==> src/core/hsf_map.svh <==
// Constants for the serial stream formatter
`ifndef HSF_MAP_SVH
`define HSF_MAP_SVH
`define HSF_WORD_W 10
`define HSF_CRC_W 18
`define HSF_CRC_POLY 18'h00031
`define HSF_SCR_W 9
`define HSF_LUMA_BLANK 10'h040
`define HSF_CHROMA_BLANK 10'h200
`define HSF_ACTIVE_LUMA 1920
`define HSF_HINT_WORDS 268
`define HSF_TRS_ONES 10'h3ff
`define HSF_TRS_ZERO 10'h000
`define HSF_TRS_FIXED 10'h200
`define HSF_LN_LO_POS 2
`endif

==> src/core/hsf_pkg.sv <==
// Types for the serial stream formatter
`default_nettype none
package hsf_pkg;
  typedef logic [9:0] hsf_word_t;
  typedef logic [17:0] hsf_crc_t;
  typedef logic [10:0] hsf_line_t;
  typedef enum logic [3:0] {
    HSF_ST_ACTIVE,
    HSF_ST_EAV,
    HSF_ST_LN0,
    HSF_ST_LN1,
    HSF_ST_CRC0,
    HSF_ST_CRC1,
    HSF_ST_HINT,
    HSF_ST_SAV
  } hsf_phase_t;
endpackage
`default_nettype wire

==> src/core/hsf_skid.sv <==
// Two-entry buffer between the word builder and the serializer
`timescale 1ns/10ps
`default_nettype none
module hsf_skid #(
  parameter int WIDTH = 10
) (
  // Clock and reset
  input wire logic clk,
  input wire logic rst,
  // Fill side
  input wire logic in_valid,
  output logic in_ready,
  input wire logic [WIDTH-1:0] in_data,
  // Drain side
  output logic out_valid,
  input wire logic out_ready,
  output logic [WIDTH-1:0] out_data
);
  logic [WIDTH-1:0] mem_q [2];
  logic [WIDTH-1:0] mem_d [2];
  logic rd_q, rd_d, wr_q, wr_d;
  logic [1:0] cnt_q, cnt_d;
  logic push, pop;

  assign in_ready = (cnt_q != 2'h2);
  assign out_valid = (cnt_q != 2'h0);
  assign out_data = mem_q[rd_q];

  // Pointer and occupancy update
  always_comb begin
    push = in_valid && in_ready;
    pop = out_valid && out_ready;
    mem_d = mem_q;
    if (push) begin
      mem_d[wr_q] = in_data;
    end
    wr_d = push ? ~wr_q : wr_q;
    rd_d = pop ? ~rd_q : rd_q;
    cnt_d = cnt_q + {1'b0, push} - {1'b0, pop};
  end

  always_ff @(posedge clk) begin
    if (rst) begin
      rd_q <= 1'b0;
      wr_q <= 1'b0;
      cnt_q <= 2'h0;
      mem_q[0] <= '0;
      mem_q[1] <= '0;
    end else begin
      rd_q <= rd_d;
      wr_q <= wr_d;
      cnt_q <= cnt_d;
      mem_q <= mem_d;
    end
  end
endmodule
`default_nettype wire

==> src/core/hsf_formatter.sv <==
// Serial stream formatter: framing, check codes, mux, serializer, scrambler
`timescale 1ns/10ps
`default_nettype none
`include "hsf_map.svh"
module hsf_formatter
  import hsf_pkg::*;
#(
  parameter int ACTIVE_LUMA = `HSF_ACTIVE_LUMA,
  parameter int HINT_WORDS = `HSF_HINT_WORDS
) (
  // Clock and reset
  input wire logic CLK_SYS,
  input wire logic RESET,
  // Video source, one luma and one chroma word per accepted beat
  input wire hsf_pkg::hsf_word_t LUMA_IN,
  input wire hsf_pkg::hsf_word_t CHROMA_IN,
  input wire logic [1:0] FLAGS_IN,
  input wire hsf_pkg::hsf_line_t LINE_IN,
  output logic SRC_READY,
  // Serial line
  output logic SER_OUT,
  output logic SER_BIT_EN
);
  import hsf_pkg::*;

  // Check-code step over one ten-bit word, first bit is the LSB
  function automatic hsf_crc_t crc_step(hsf_crc_t c, hsf_word_t w);
    hsf_crc_t r;
    logic fb;
    r = c;
    for (int i = 0; i < 10; i++) begin
      fb = r[17] ^ w[i];
      r = {r[16:0], 1'b0};
      if (fb) begin
        r = r ^ `HSF_CRC_POLY;
      end
    end
    return r;
  endfunction

  // Word with b9 forced to the inverse of b8
  function automatic hsf_word_t prot(logic [8:0] v);
    return {~v[8], v};
  endfunction

  // Timing code flag word: field, vblank, end flag and protection
  function automatic hsf_word_t trs_flag(logic f, logic v, logic h);
    return {1'b1, f, v, h, v ^ h, f ^ h, f ^ v, f ^ v ^ h, 2'b00};
  endfunction

  // Flip the 18-bit code so that code bit 0 is the shift MSB
  function automatic hsf_crc_t crc_rev(hsf_crc_t c);
    hsf_crc_t r;
    for (int i = 0; i < 18; i++) begin
      r[i] = c[17 - i];
    end
    return r;
  endfunction

  hsf_phase_t ph_q, ph_d;
  logic [10:0] idx_q, idx_d;
  hsf_crc_t ycrc_q, ycrc_d, ccrc_q, ccrc_d;
  hsf_word_t y_w, c_w;
  logic take, fill_valid, fill_ready;
  hsf_crc_t yr, cr;

  // Word builder: one luma and one chroma word per beat
  always_comb begin
    ph_d = ph_q;
    idx_d = idx_q;
    ycrc_d = ycrc_q;
    ccrc_d = ccrc_q;
    yr = crc_rev(ycrc_q);
    cr = crc_rev(ccrc_q);
    y_w = LUMA_IN;
    c_w = CHROMA_IN;
    unique case (ph_q)
      HSF_ST_ACTIVE: begin
        y_w = LUMA_IN;
        c_w = CHROMA_IN;
      end
      HSF_ST_EAV, HSF_ST_SAV: begin
        unique case (idx_q[1:0])
          2'h0: y_w = `HSF_TRS_ONES;
          2'h1, 2'h2: y_w = `HSF_TRS_ZERO;
          default: y_w = trs_flag(FLAGS_IN[1], FLAGS_IN[0],
                                  ph_q == HSF_ST_EAV);
        endcase
        c_w = y_w;
      end
      HSF_ST_LN0: begin
        y_w = prot({LINE_IN[6:0], 2'b00});
        c_w = y_w;
      end
      HSF_ST_LN1: begin
        y_w = prot({3'b000, LINE_IN[10:7], 2'b00});
        c_w = y_w;
      end
      HSF_ST_CRC0: begin
        y_w = prot(yr[8:0]);
        c_w = prot(cr[8:0]);
      end
      HSF_ST_CRC1: begin
        y_w = prot(yr[17:9]);
        c_w = prot(cr[17:9]);
      end
      HSF_ST_HINT: begin
        y_w = `HSF_LUMA_BLANK;
        c_w = `HSF_CHROMA_BLANK;
      end
    endcase
    if (take) begin
      // Both streams keep their own code
      if (ph_q != HSF_ST_CRC0 && ph_q != HSF_ST_CRC1 &&
          ph_q != HSF_ST_HINT && ph_q != HSF_ST_SAV) begin
        ycrc_d = crc_step(ycrc_q, y_w);
        ccrc_d = crc_step(ccrc_q, c_w);
      end
      idx_d = idx_q + 11'h001;
      unique case (ph_q)
        HSF_ST_ACTIVE: if (idx_q == 11'(ACTIVE_LUMA - 1)) begin
          ph_d = HSF_ST_EAV;
          idx_d = '0;
        end
        HSF_ST_EAV: if (idx_q == 11'h003) ph_d = HSF_ST_LN0;
        HSF_ST_LN0: ph_d = HSF_ST_LN1;
        HSF_ST_LN1: ph_d = HSF_ST_CRC0;
        HSF_ST_CRC0: ph_d = HSF_ST_CRC1;
        HSF_ST_CRC1: begin
          ph_d = HSF_ST_HINT;
          idx_d = '0;
        end
        HSF_ST_HINT: if (idx_q == 11'(HINT_WORDS - 1)) begin
          ph_d = HSF_ST_SAV;
          idx_d = '0;
        end
        HSF_ST_SAV: if (idx_q == 11'h003) begin
          ph_d = HSF_ST_ACTIVE;
          idx_d = '0;
          ycrc_d = '0;
          ccrc_d = '0;
        end
      endcase
    end
  end

  always_ff @(posedge CLK_SYS) begin
    if (RESET) begin
      ph_q <= HSF_ST_SAV;
      idx_q <= '0;
      ycrc_q <= '0;
      ccrc_q <= '0;
    end else begin
      ph_q <= ph_d;
      idx_q <= idx_d;
      ycrc_q <= ycrc_d;
      ccrc_q <= ccrc_d;
    end
  end

  // Mux order blue, luma, red, luma; chroma carries blue then red
  logic [1:0] beat_q, beat_d;
  hsf_word_t y_hold_q, y_hold_d, mux_w;
  logic src_ready_q, src_ready_d;
  always_comb begin
    beat_d = beat_q;
    y_hold_d = y_hold_q;
    fill_valid = 1'b1;
    mux_w = (beat_q[0]) ? y_hold_q : c_w;
    take = fill_ready && !beat_q[0];
    if (fill_ready) begin
      beat_d = beat_q + 2'h1;
      if (!beat_q[0]) begin
        y_hold_d = y_w;
      end
    end
    src_ready_d = fill_ready && !beat_d[0] && ph_d == HSF_ST_ACTIVE;
  end
  always_ff @(posedge CLK_SYS) begin
    if (RESET) begin
      beat_q <= 2'h0;
      y_hold_q <= '0;
      src_ready_q <= 1'b0;
    end else begin
      beat_q <= beat_d;
      y_hold_q <= y_hold_d;
      src_ready_q <= src_ready_d;
    end
  end

  // Buffer so a stalled serializer loses no word
  logic buf_valid, buf_ready;
  hsf_word_t buf_word;
  hsf_skid #(
    .WIDTH(`HSF_WORD_W)
  ) u_buf (
    .clk(CLK_SYS),
    .rst(RESET),
    .in_valid(fill_valid),
    .in_ready(fill_ready),
    .in_data(mux_w),
    .out_valid(buf_valid),
    .out_ready(buf_ready),
    .out_data(buf_word)
  );

  // Serializer, LSB first, one bit per clock
  hsf_word_t sh_q, sh_d;
  logic [3:0] bit_q, bit_d;
  logic run_q, run_d;
  logic [8:0] scr_q, scr_d;
  logic nrzi_q, nrzi_d, en_q, en_d;
  logic sbit, din;
  always_comb begin
    sh_d = sh_q;
    bit_d = bit_q;
    run_d = run_q;
    scr_d = scr_q;
    nrzi_d = nrzi_q;
    en_d = 1'b0;
    din = sh_q[0];
    sbit = din ^ scr_q[3] ^ scr_q[8];
    buf_ready = !run_q || bit_q == 4'h9;
    if (run_q) begin
      sh_d = {1'b0, sh_q[9:1]};
      scr_d = {scr_q[7:0], sbit};
      nrzi_d = nrzi_q ^ sbit;
      en_d = 1'b1;
      bit_d = bit_q + 4'h1;
      if (bit_q == 4'h9) begin
        run_d = 1'b0;
        bit_d = '0;
      end
    end
    if (buf_ready && buf_valid) begin
      sh_d = buf_word;
      run_d = 1'b1;
      bit_d = '0;
    end
  end

  always_ff @(posedge CLK_SYS) begin
    if (RESET) begin
      sh_q <= '0;
      bit_q <= '0;
      run_q <= 1'b0;
      scr_q <= '0;
      nrzi_q <= 1'b0;
      en_q <= 1'b0;
    end else begin
      sh_q <= sh_d;
      bit_q <= bit_d;
      run_q <= run_d;
      scr_q <= scr_d;
      nrzi_q <= nrzi_d;
      en_q <= en_d;
    end
  end

  assign SER_OUT = nrzi_q;
  assign SER_BIT_EN = en_q;
  assign SRC_READY = src_ready_q;

  // NRZI line toggles exactly when the scrambled bit is one
  a_nrzi_toggle: assert property (
    @(posedge CLK_SYS) disable iff (RESET)
    run_q |=> (nrzi_q == ($past(nrzi_q) ^ $past(sbit))))
    else $error("NRZI level does not follow scrambled bit");

  // Line number words follow the end code
  a_eav_lnum: assert property (@(posedge CLK_SYS) disable iff (RESET)
    (take && ph_q == HSF_ST_EAV && idx_q == 11'h003) |=> ph_q == HSF_ST_LN0)
    else $error("Line number does not follow end code");

  // Check words follow the line number words
  a_lnum_crc: assert property (@(posedge CLK_SYS) disable iff (RESET)
    (take && ph_q == HSF_ST_LN1) |=> ph_q == HSF_ST_CRC0)
    else $error("Check words misplaced");

  // Check codes clear at start of line
  a_crc_clear: assert property (@(posedge CLK_SYS) disable iff (RESET)
    (take && ph_q == HSF_ST_SAV && idx_q == 11'h003) |=>
      (ycrc_q == '0 && ccrc_q == '0))
    else $error("Check code not cleared");

  // Upper line number word: fixed one in b9, reserved zeros, bits 7-10
  a_ln_prot: assert property (@(posedge CLK_SYS) disable iff (RESET)
    (ph_q == HSF_ST_LN1) |-> (y_w == {1'b1, 3'b000, LINE_IN[10:7], 2'b00}))
    else $error("Line number word format wrong");

  // Blanking fill levels
  a_blank_lvl: assert property (@(posedge CLK_SYS) disable iff (RESET)
    (ph_q == HSF_ST_HINT) |-> (y_w == 10'h040 && c_w == 10'h200))
    else $error("Blanking level wrong");

  // Ten bits go out per word
  a_word_bits: assert property (@(posedge CLK_SYS) disable iff (RESET)
    (run_q && bit_q == 4'h0) |-> ##9 (run_q && bit_q == 4'h9))
    else $error("Word is not ten bits long");

  // Luma check code holds through the first check word slot
  a_crc_hold: assert property (@(posedge CLK_SYS) disable iff (RESET)
    (ph_q == HSF_ST_CRC0) |=> $stable(ycrc_q))
    else $error("Check code moved during check words");
endmodule
`default_nettype wire

==> config.mk <==
export PLATFORM = sky130hd
export DESIGN_NAME = hsf_formatter
export DESIGN_NICKNAME = d
export VERILOG_FILES = /design/src/core/hsf_pkg.sv /design/src/core/hsf_skid.sv /design/src/core/hsf_formatter.sv
export VERILOG_INCLUDE_DIRS = /design/src /design/src/core
export SDC_FILE = /design/constraint.sdc
export NUM_CORES = 1
export LEC_CHECK = 0
export ABC_AREA = 1
export BUFFER_PORTS_ARGS = -buffer_cell sky130_fd_sc_hd__clkbuf_2
export CAP_MARGIN = 25
export CORE_UTILIZATION = 32
export CTS_BUF_LIST = sky130_fd_sc_hd__clkbuf_4
export DETAILED_ROUTE_END_ITERATION = 8
export SLEW_MARGIN = 20
export SYNTH_ARGS = -nofsm -noshare
export SYNTH_HDL_FRONTEND = slang
export SYNTH_SLANG_ARGS = --single-unit
==> constraint.sdc <==
create_clock -name CLK_SYS -period 2.8 [get_ports CLK_SYS]
set_input_delay 0.14 -clock CLK_SYS [delete_from_list [all_inputs] [get_ports CLK_SYS]]
set_output_delay 0.14 -clock CLK_SYS [all_outputs]
set_load 0.005 [all_outputs]
==> impl_results.html <==
<table>
<tr><th>Metric</th><th>Value</th></tr>
<tr><th colspan="2">Worst hold path</th></tr>
<tr><td>Path class of the lowest-slack min-delay path</td><td>in2reg</td></tr>
<tr><th colspan="2">STA</th></tr>
<tr><td>Hold Fails Final Rpt</td><td>0</td></tr>
<tr><td>Total of endpoints with negative setup slack in the final report</td><td>0</td></tr>
<tr><td>Slew Viols, Final</td><td>0</td></tr>
<tr><td>Crit share post-route</td><td>about nine tenths</td></tr>
<tr><td>Setup TNS Final</td><td>0 ns</td></tr>
<tr><td>Skew final</td><td>0.0211 ns</td></tr>
<tr><td>Unrepaired setup endpoints after global routing</td><td>no</td></tr>
<tr><td>Achievable frequency</td><td>approximately 400 MHz</td></tr>
<tr><td>Actual transition at the worst max-transition pin</td><td>about 0.66 ns</td></tr>
<tr><td>Worst slew margin</td><td>55.9%</td></tr>
<tr><td>Hold slack final</td><td>0.0437 ns</td></tr>
<tr><td>Fin worst setup slack</td><td>0.301 ns</td></tr>
<tr><td>Minimum clock period</td><td>roughly 2.5 ns</td></tr>
<tr><th colspan="2">Clocking</th></tr>
<tr><td>Clock tree root buffer cell</td><td>sky130_fd_sc_hd__clkbuf_4</td></tr>
<tr><td># Post-CTS Setup Buffers</td><td>0</td></tr>
<tr><td>Cts bufs inserted</td><td>17</td></tr>
<tr><td>Quantity of gates resized following cts</td><td>0</td></tr>
<tr><td>Clk Latency, worst-skew pair</td><td>around 0.54 ns</td></tr>
<tr><td>Clock-pin slew reported for the worst setup and hold paths after clock tree synthesis</td><td>about 0.11 ns</td></tr>
<tr><td>Largest buffer count on any clock path</td><td>2</td></tr>
<tr><td>Clock net sink count</td><td>~110</td></tr>
<tr><td>Hold Buf Count CTS</td><td>0</td></tr>
<tr><td>Clock tree from TritonCTS</td><td>done</td></tr>
<tr><td>CTS H-tree lvls</td><td>4</td></tr>
<tr><th colspan="2">Synth</th></tr>
<tr><td>Synth Register Bits</td><td>113</td></tr>
<tr><td>Number of different library cells in the post-synthesis netlist</td><td>34</td></tr>
<tr><td>Most area-hungry cell type in the Yosys netlist</td><td>sky130_fd_sc_hd__dfxtp_1</td></tr>
<tr><td>Part of the Yosys area used for sequential elements</td><td>between 30% and 40%</td></tr>
<tr><td>Warnings, synthesis</td><td>0</td></tr>
<tr><td>Nets in the synthesized netlist</td><td>approximately 1.1k</td></tr>
<tr><td>Synth Cell Area</td><td>0.00675 mm²</td></tr>
<tr><td>Mapped Cells</td><td>between 1k and 1.5k</td></tr>
<tr><td>Post-synth top area share</td><td>33.5%</td></tr>
<tr><td>Most area-consuming cells after synthesis</td><td>sky130_fd_sc_hd__dfxtp_1 34%, sky130_fd_sc_hd__nand2_1 17%, sky130_fd_sc_hd__nand3_1 8.7%</td></tr>
<tr><td>Post-Syn Area per Cell</td><td>6.15 µm²</td></tr>
<tr><th colspan="2">GRT</th></tr>
<tr><td>Initial antenna violation count</td><td>1</td></tr>
<tr><td>First-pass GRT wire length</td><td>between 30000 and 40000 µm</td></tr>
<tr><td>Aggregate global routing overflow</td><td>0</td></tr>
<tr><td>Overall fraction of global-route tracks in use</td><td>just under 20%</td></tr>
<tr><td>Maximum number of pins on one net before global-route repair</td><td>53</td></tr>
<tr><td>Number of global-route vias before repair</td><td>between 6k and 7k</td></tr>
<tr><th colspan="2">Status</th></tr>
<tr><td>Result of the run</td><td>finished, final reports clean</td></tr>
<tr><th colspan="2">Route</th></tr>
<tr><td>Residual DRC</td><td>0</td></tr>
<tr><td>Drt via density</td><td>approximately 5.0</td></tr>
<tr><td>Routed vias</td><td>7117</td></tr>
<tr><td>Post-route ant nets</td><td>0</td></tr>
<tr><td>First-pass iteration count of the detailed router</td><td>6</td></tr>
<tr><td>Post-DR wirelength/cell</td><td>about 15 µm</td></tr>
<tr><td>Final routed wirelength across all metal layers</td><td>approximately 21000 µm</td></tr>
<tr><td>First DRT Iteration DRCs</td><td>a little under 800</td></tr>
<tr><th colspan="2">Floorplanning</th></tr>
<tr><td>Effective utilization at floorplan</td><td>between 30 and 40%</td></tr>
<tr><td>Boundary pin count</td><td>38</td></tr>
<tr><td>Area inside the core boundary</td><td>just over 0.02 mm²</td></tr>
<tr><td>Die outline height</td><td>147 µm</td></tr>
<tr><td>Site row count</td><td>52</td></tr>
<tr><td>Full die area</td><td>~0.022 mm²</td></tr>
<tr><td>Die extent in x</td><td>approximately 150 µm</td></tr>
<tr><th colspan="2">Placement</th></tr>
<tr><td>Dpl ws</td><td>roughly 0.37 ns</td></tr>
<tr><td>Port buffer count</td><td>37</td></tr>
<tr><td>Gpl congestion</td><td>between 0.9 and 1</td></tr>
<tr><td>DPL Wire Length</td><td>~15000 µm</td></tr>
<tr><th colspan="2">Worst setup path</th></tr>
<tr><td>Crit path launch type</td><td>register</td></tr>
<tr><td>Slowest Stage Delay on Critical Path</td><td>about 0.40 ns</td></tr>
<tr><td>Slowest cell on crit path</td><td>sky130_fd_sc_hd__dfxtp_1</td></tr>
<tr><td>Crit path cell chain</td><td>nor2_1 &gt; nand3_1 &gt; inv_1 &gt; a21oi_1 &gt; nand3b_1 &gt; nand3_1 &gt; nand2_1 &gt; inv_1 &gt; nor2_1 &gt; nand2_1 &gt; nand3_1 &gt; nand2_1 &gt; a21oi_1</td></tr>
<tr><td>Worst EP arrival</td><td>about 3.0 ns</td></tr>
<tr><td>Category of the critical setup timing path</td><td>reg2reg</td></tr>
<tr><td>Critical path fanouts, max</td><td>7</td></tr>
<tr><td>Data required time of the worst path</td><td>3.26 ns</td></tr>
<tr><td>Crit path capture type</td><td>register</td></tr>
<tr><th colspan="2">Pwr</th></tr>
<tr><td>Power per standard cell area</td><td>around 1300 mW/mm²</td></tr>
<tr><td>Worst VDD drop</td><td>about 440 µV</td></tr>
<tr><td>Leakage Power</td><td>3.35 nW</td></tr>
<tr><th colspan="2">Cells and area</th></tr>
<tr><td>Area growth from synthesis to layout</td><td>12.4%</td></tr>
<tr><td>Final core area utilization</td><td>37.1%</td></tr>
<tr><td>Share of post-route cells with drive strength above 1</td><td>between 10% and 20%</td></tr>
<tr><td>Fill cell total of the finished layout</td><td>~2.3k</td></tr>
<tr><td>Number of nets at the end of the flow</td><td>between 1k and 1.5k</td></tr>
<tr><th colspan="2">Run</th></tr>
<tr><td>Max_cap viols</td><td>0</td></tr>
</table>
[final cells by class]
cell class / instances / area [µm²] / share of cell area, %
antenna: 1 / 2.50 / 0.0330
timing repair buffer: 52 / 298 / 3.93
multi-input combinational: 816 / 3850 / 50.8
clock buffer: 19 / 143 / 1.88
clock inverter: 13 / 210 / 2.77
sequential: 113 / 2260 / 29.8
tap: 270 / 338 / 4.46
inverter: 127 / 477 / 6.29
[cell usage after synthesis]
library cell	n
sky130_fd_sc_hd__nand2_1	313
sky130_fd_sc_hd__inv_1	124
sky130_fd_sc_hd__nand3_1	117
sky130_fd_sc_hd__dfxtp_1	113
sky130_fd_sc_hd__o21ai_0	104
sky130_fd_sc_hd__a21oi_1	98
sky130_fd_sc_hd__nor2_1	89
sky130_fd_sc_hd__clkbuf_1	38
sky130_fd_sc_hd__or2_2	21
sky130_fd_sc_hd__nand3b_1	14
sky130_fd_sc_hd__xor2_1	14
sky130_fd_sc_hd__ha_1	7
sky130_fd_sc_hd__nand4_1	6
sky130_fd_sc_hd__nor3_1	6
sky130_fd_sc_hd__o211ai_1	4
sky130_fd_sc_hd__o22ai_1	3
sky130_fd_sc_hd__a21oi_4	2
sky130_fd_sc_hd__buf_2	2
sky130_fd_sc_hd__clkinv_1	2
sky130_fd_sc_hd__nand2_2	2
sky130_fd_sc_hd__nor2_2	2
sky130_fd_sc_hd__nor2_4	2
sky130_fd_sc_hd__o2111ai_1	2
sky130_fd_sc_hd__xnor2_1	2
sky130_fd_sc_hd__a211oi_1	1
sky130_fd_sc_hd__a22oi_1	1
sky130_fd_sc_hd__a2bb2oi_1	1
sky130_fd_sc_hd__a311o_1	1
sky130_fd_sc_hd__buf_1	1
sky130_fd_sc_hd__inv_2	1
sky130_fd_sc_hd__nor4_2	1
sky130_fd_sc_hd__o21ai_1	1
sky130_fd_sc_hd__o311ai_0	1
sky130_fd_sc_hd__or2_0	1
[layer usage]
layer	routed length, µm	global-route usage [%]
met1	9450	26.7
met2	9200	31.0
met4	535	7.06
met3	1550	4.10
met5	0	0
[critical path, delay by kind of cell (launching register included)]
kind | cells | cell delay (ns)
buffers and inverters | 2 | 0.33
flip-flops | 1 | 0.40
AO/OA/AOI/OAI | 2 | 0.33
AND/OR/NAND/NOR | 9 | 1.37
[through the flow]
step	total power [W]	instance area [µm²]	instances
detailed placement	0.00840	7220	1378
floorplan	0.00678	6750	1097
CTS	0.00994	7580	1410
global placement	0.00835	7220	1378
finish	0.0100	7580	1411
global route	0.0110	7580	1411
[where the power goes]
| group | total, W | switching (W) | internal, W |
|---|---|---|---|
| Clock | 0.00152 | 0.000703 | 0.000819 |
| Sequential | 0.00263 | 0.000481 | 0.00215 |
| Combinational | 0.00585 | 0.00407 | 0.00179 |
| Total | 0.0100 | 0.00525 | 0.00476 |
[cell families after synthesis]
family	count (synthesis)	synth area share [%]
AO/OA/AOI/OAI	219	17.2
AND/OR/NAND/NOR	574	36.5
adder cells (fa/ha/maj)	7	1.30
buffers and inverters	168	9.39
flip-flops	113	33.5
XOR/XNOR	16	2.08
[path summary, 6_finish.rpt]
check             startpoint     endpoint  slack, ns  depth (start not counted)
setup / recovery     ph_q[3]    ccrc_q[8]       0.30                         13
hold / removal    LUMA_IN[1]  y_hold_q[1]       0.04                          4
hold reg to reg    ycrc_q[3]    ycrc_q[3]       0.47                          2
setup reg to reg     ph_q[3]    ccrc_q[8]       0.30                         13
[registers in the layout, summed over array words and instances, names as in the netlist]
| signal | count |
|---|---|
| y_hold_q | 10 |
| run_q | 1 |
| idx_q | 11 |
| beat_q | 1 |
| SRC_READY | 1 |
| u_buf.rd_q | 1 |
| u_buf.cnt_q | 2 |
| SER_OUT | 1 |
| u_buf.mem_q | 20 |
| ccrc_q | 18 |
| ycrc_q | 18 |
| scr_q | 9 |
| u_buf.wr_q | 1 |
| sh_q | 10 |
| bit_q | 4 |
| SER_BIT_EN | 1 |
| ph_q | 4 |
[cells in the final DEF, fill, tap and decap left out, types with 3 or more instances in the layout]
cell type | synthesis | layout
sky130_fd_sc_hd__o21ai_0 | 104 | 104
sky130_fd_sc_hd__nand3b_1 | 14 | 14
sky130_fd_sc_hd__nor2_1 | 89 | 89
sky130_fd_sc_hd__xor2_1 | 14 | 14
sky130_fd_sc_hd__o22ai_1 | 3 | 3
sky130_fd_sc_hd__ha_1 | 7 | 7
sky130_fd_sc_hd__clkbuf_4 | 0 | 19
sky130_fd_sc_hd__nand3_1 | 117 | 117
sky130_fd_sc_hd__nand4_1 | 6 | 6
sky130_fd_sc_hd__bufinv_16 | 0 | 5
sky130_fd_sc_hd__dfxtp_1 | 113 | 113
sky130_fd_sc_hd__clkinvlp_4 | 0 | 5
sky130_fd_sc_hd__o211ai_1 | 4 | 4
sky130_fd_sc_hd__a21oi_1 | 98 | 98
sky130_fd_sc_hd__nand2_1 | 313 | 313
sky130_fd_sc_hd__buf_4 | 0 | 15
sky130_fd_sc_hd__or2_2 | 21 | 21
sky130_fd_sc_hd__inv_1 | 124 | 124
sky130_fd_sc_hd__clkbuf_2 | 0 | 37
sky130_fd_sc_hd__nor3_1 | 6 | 6
Power figures use the tool's default switching activity.
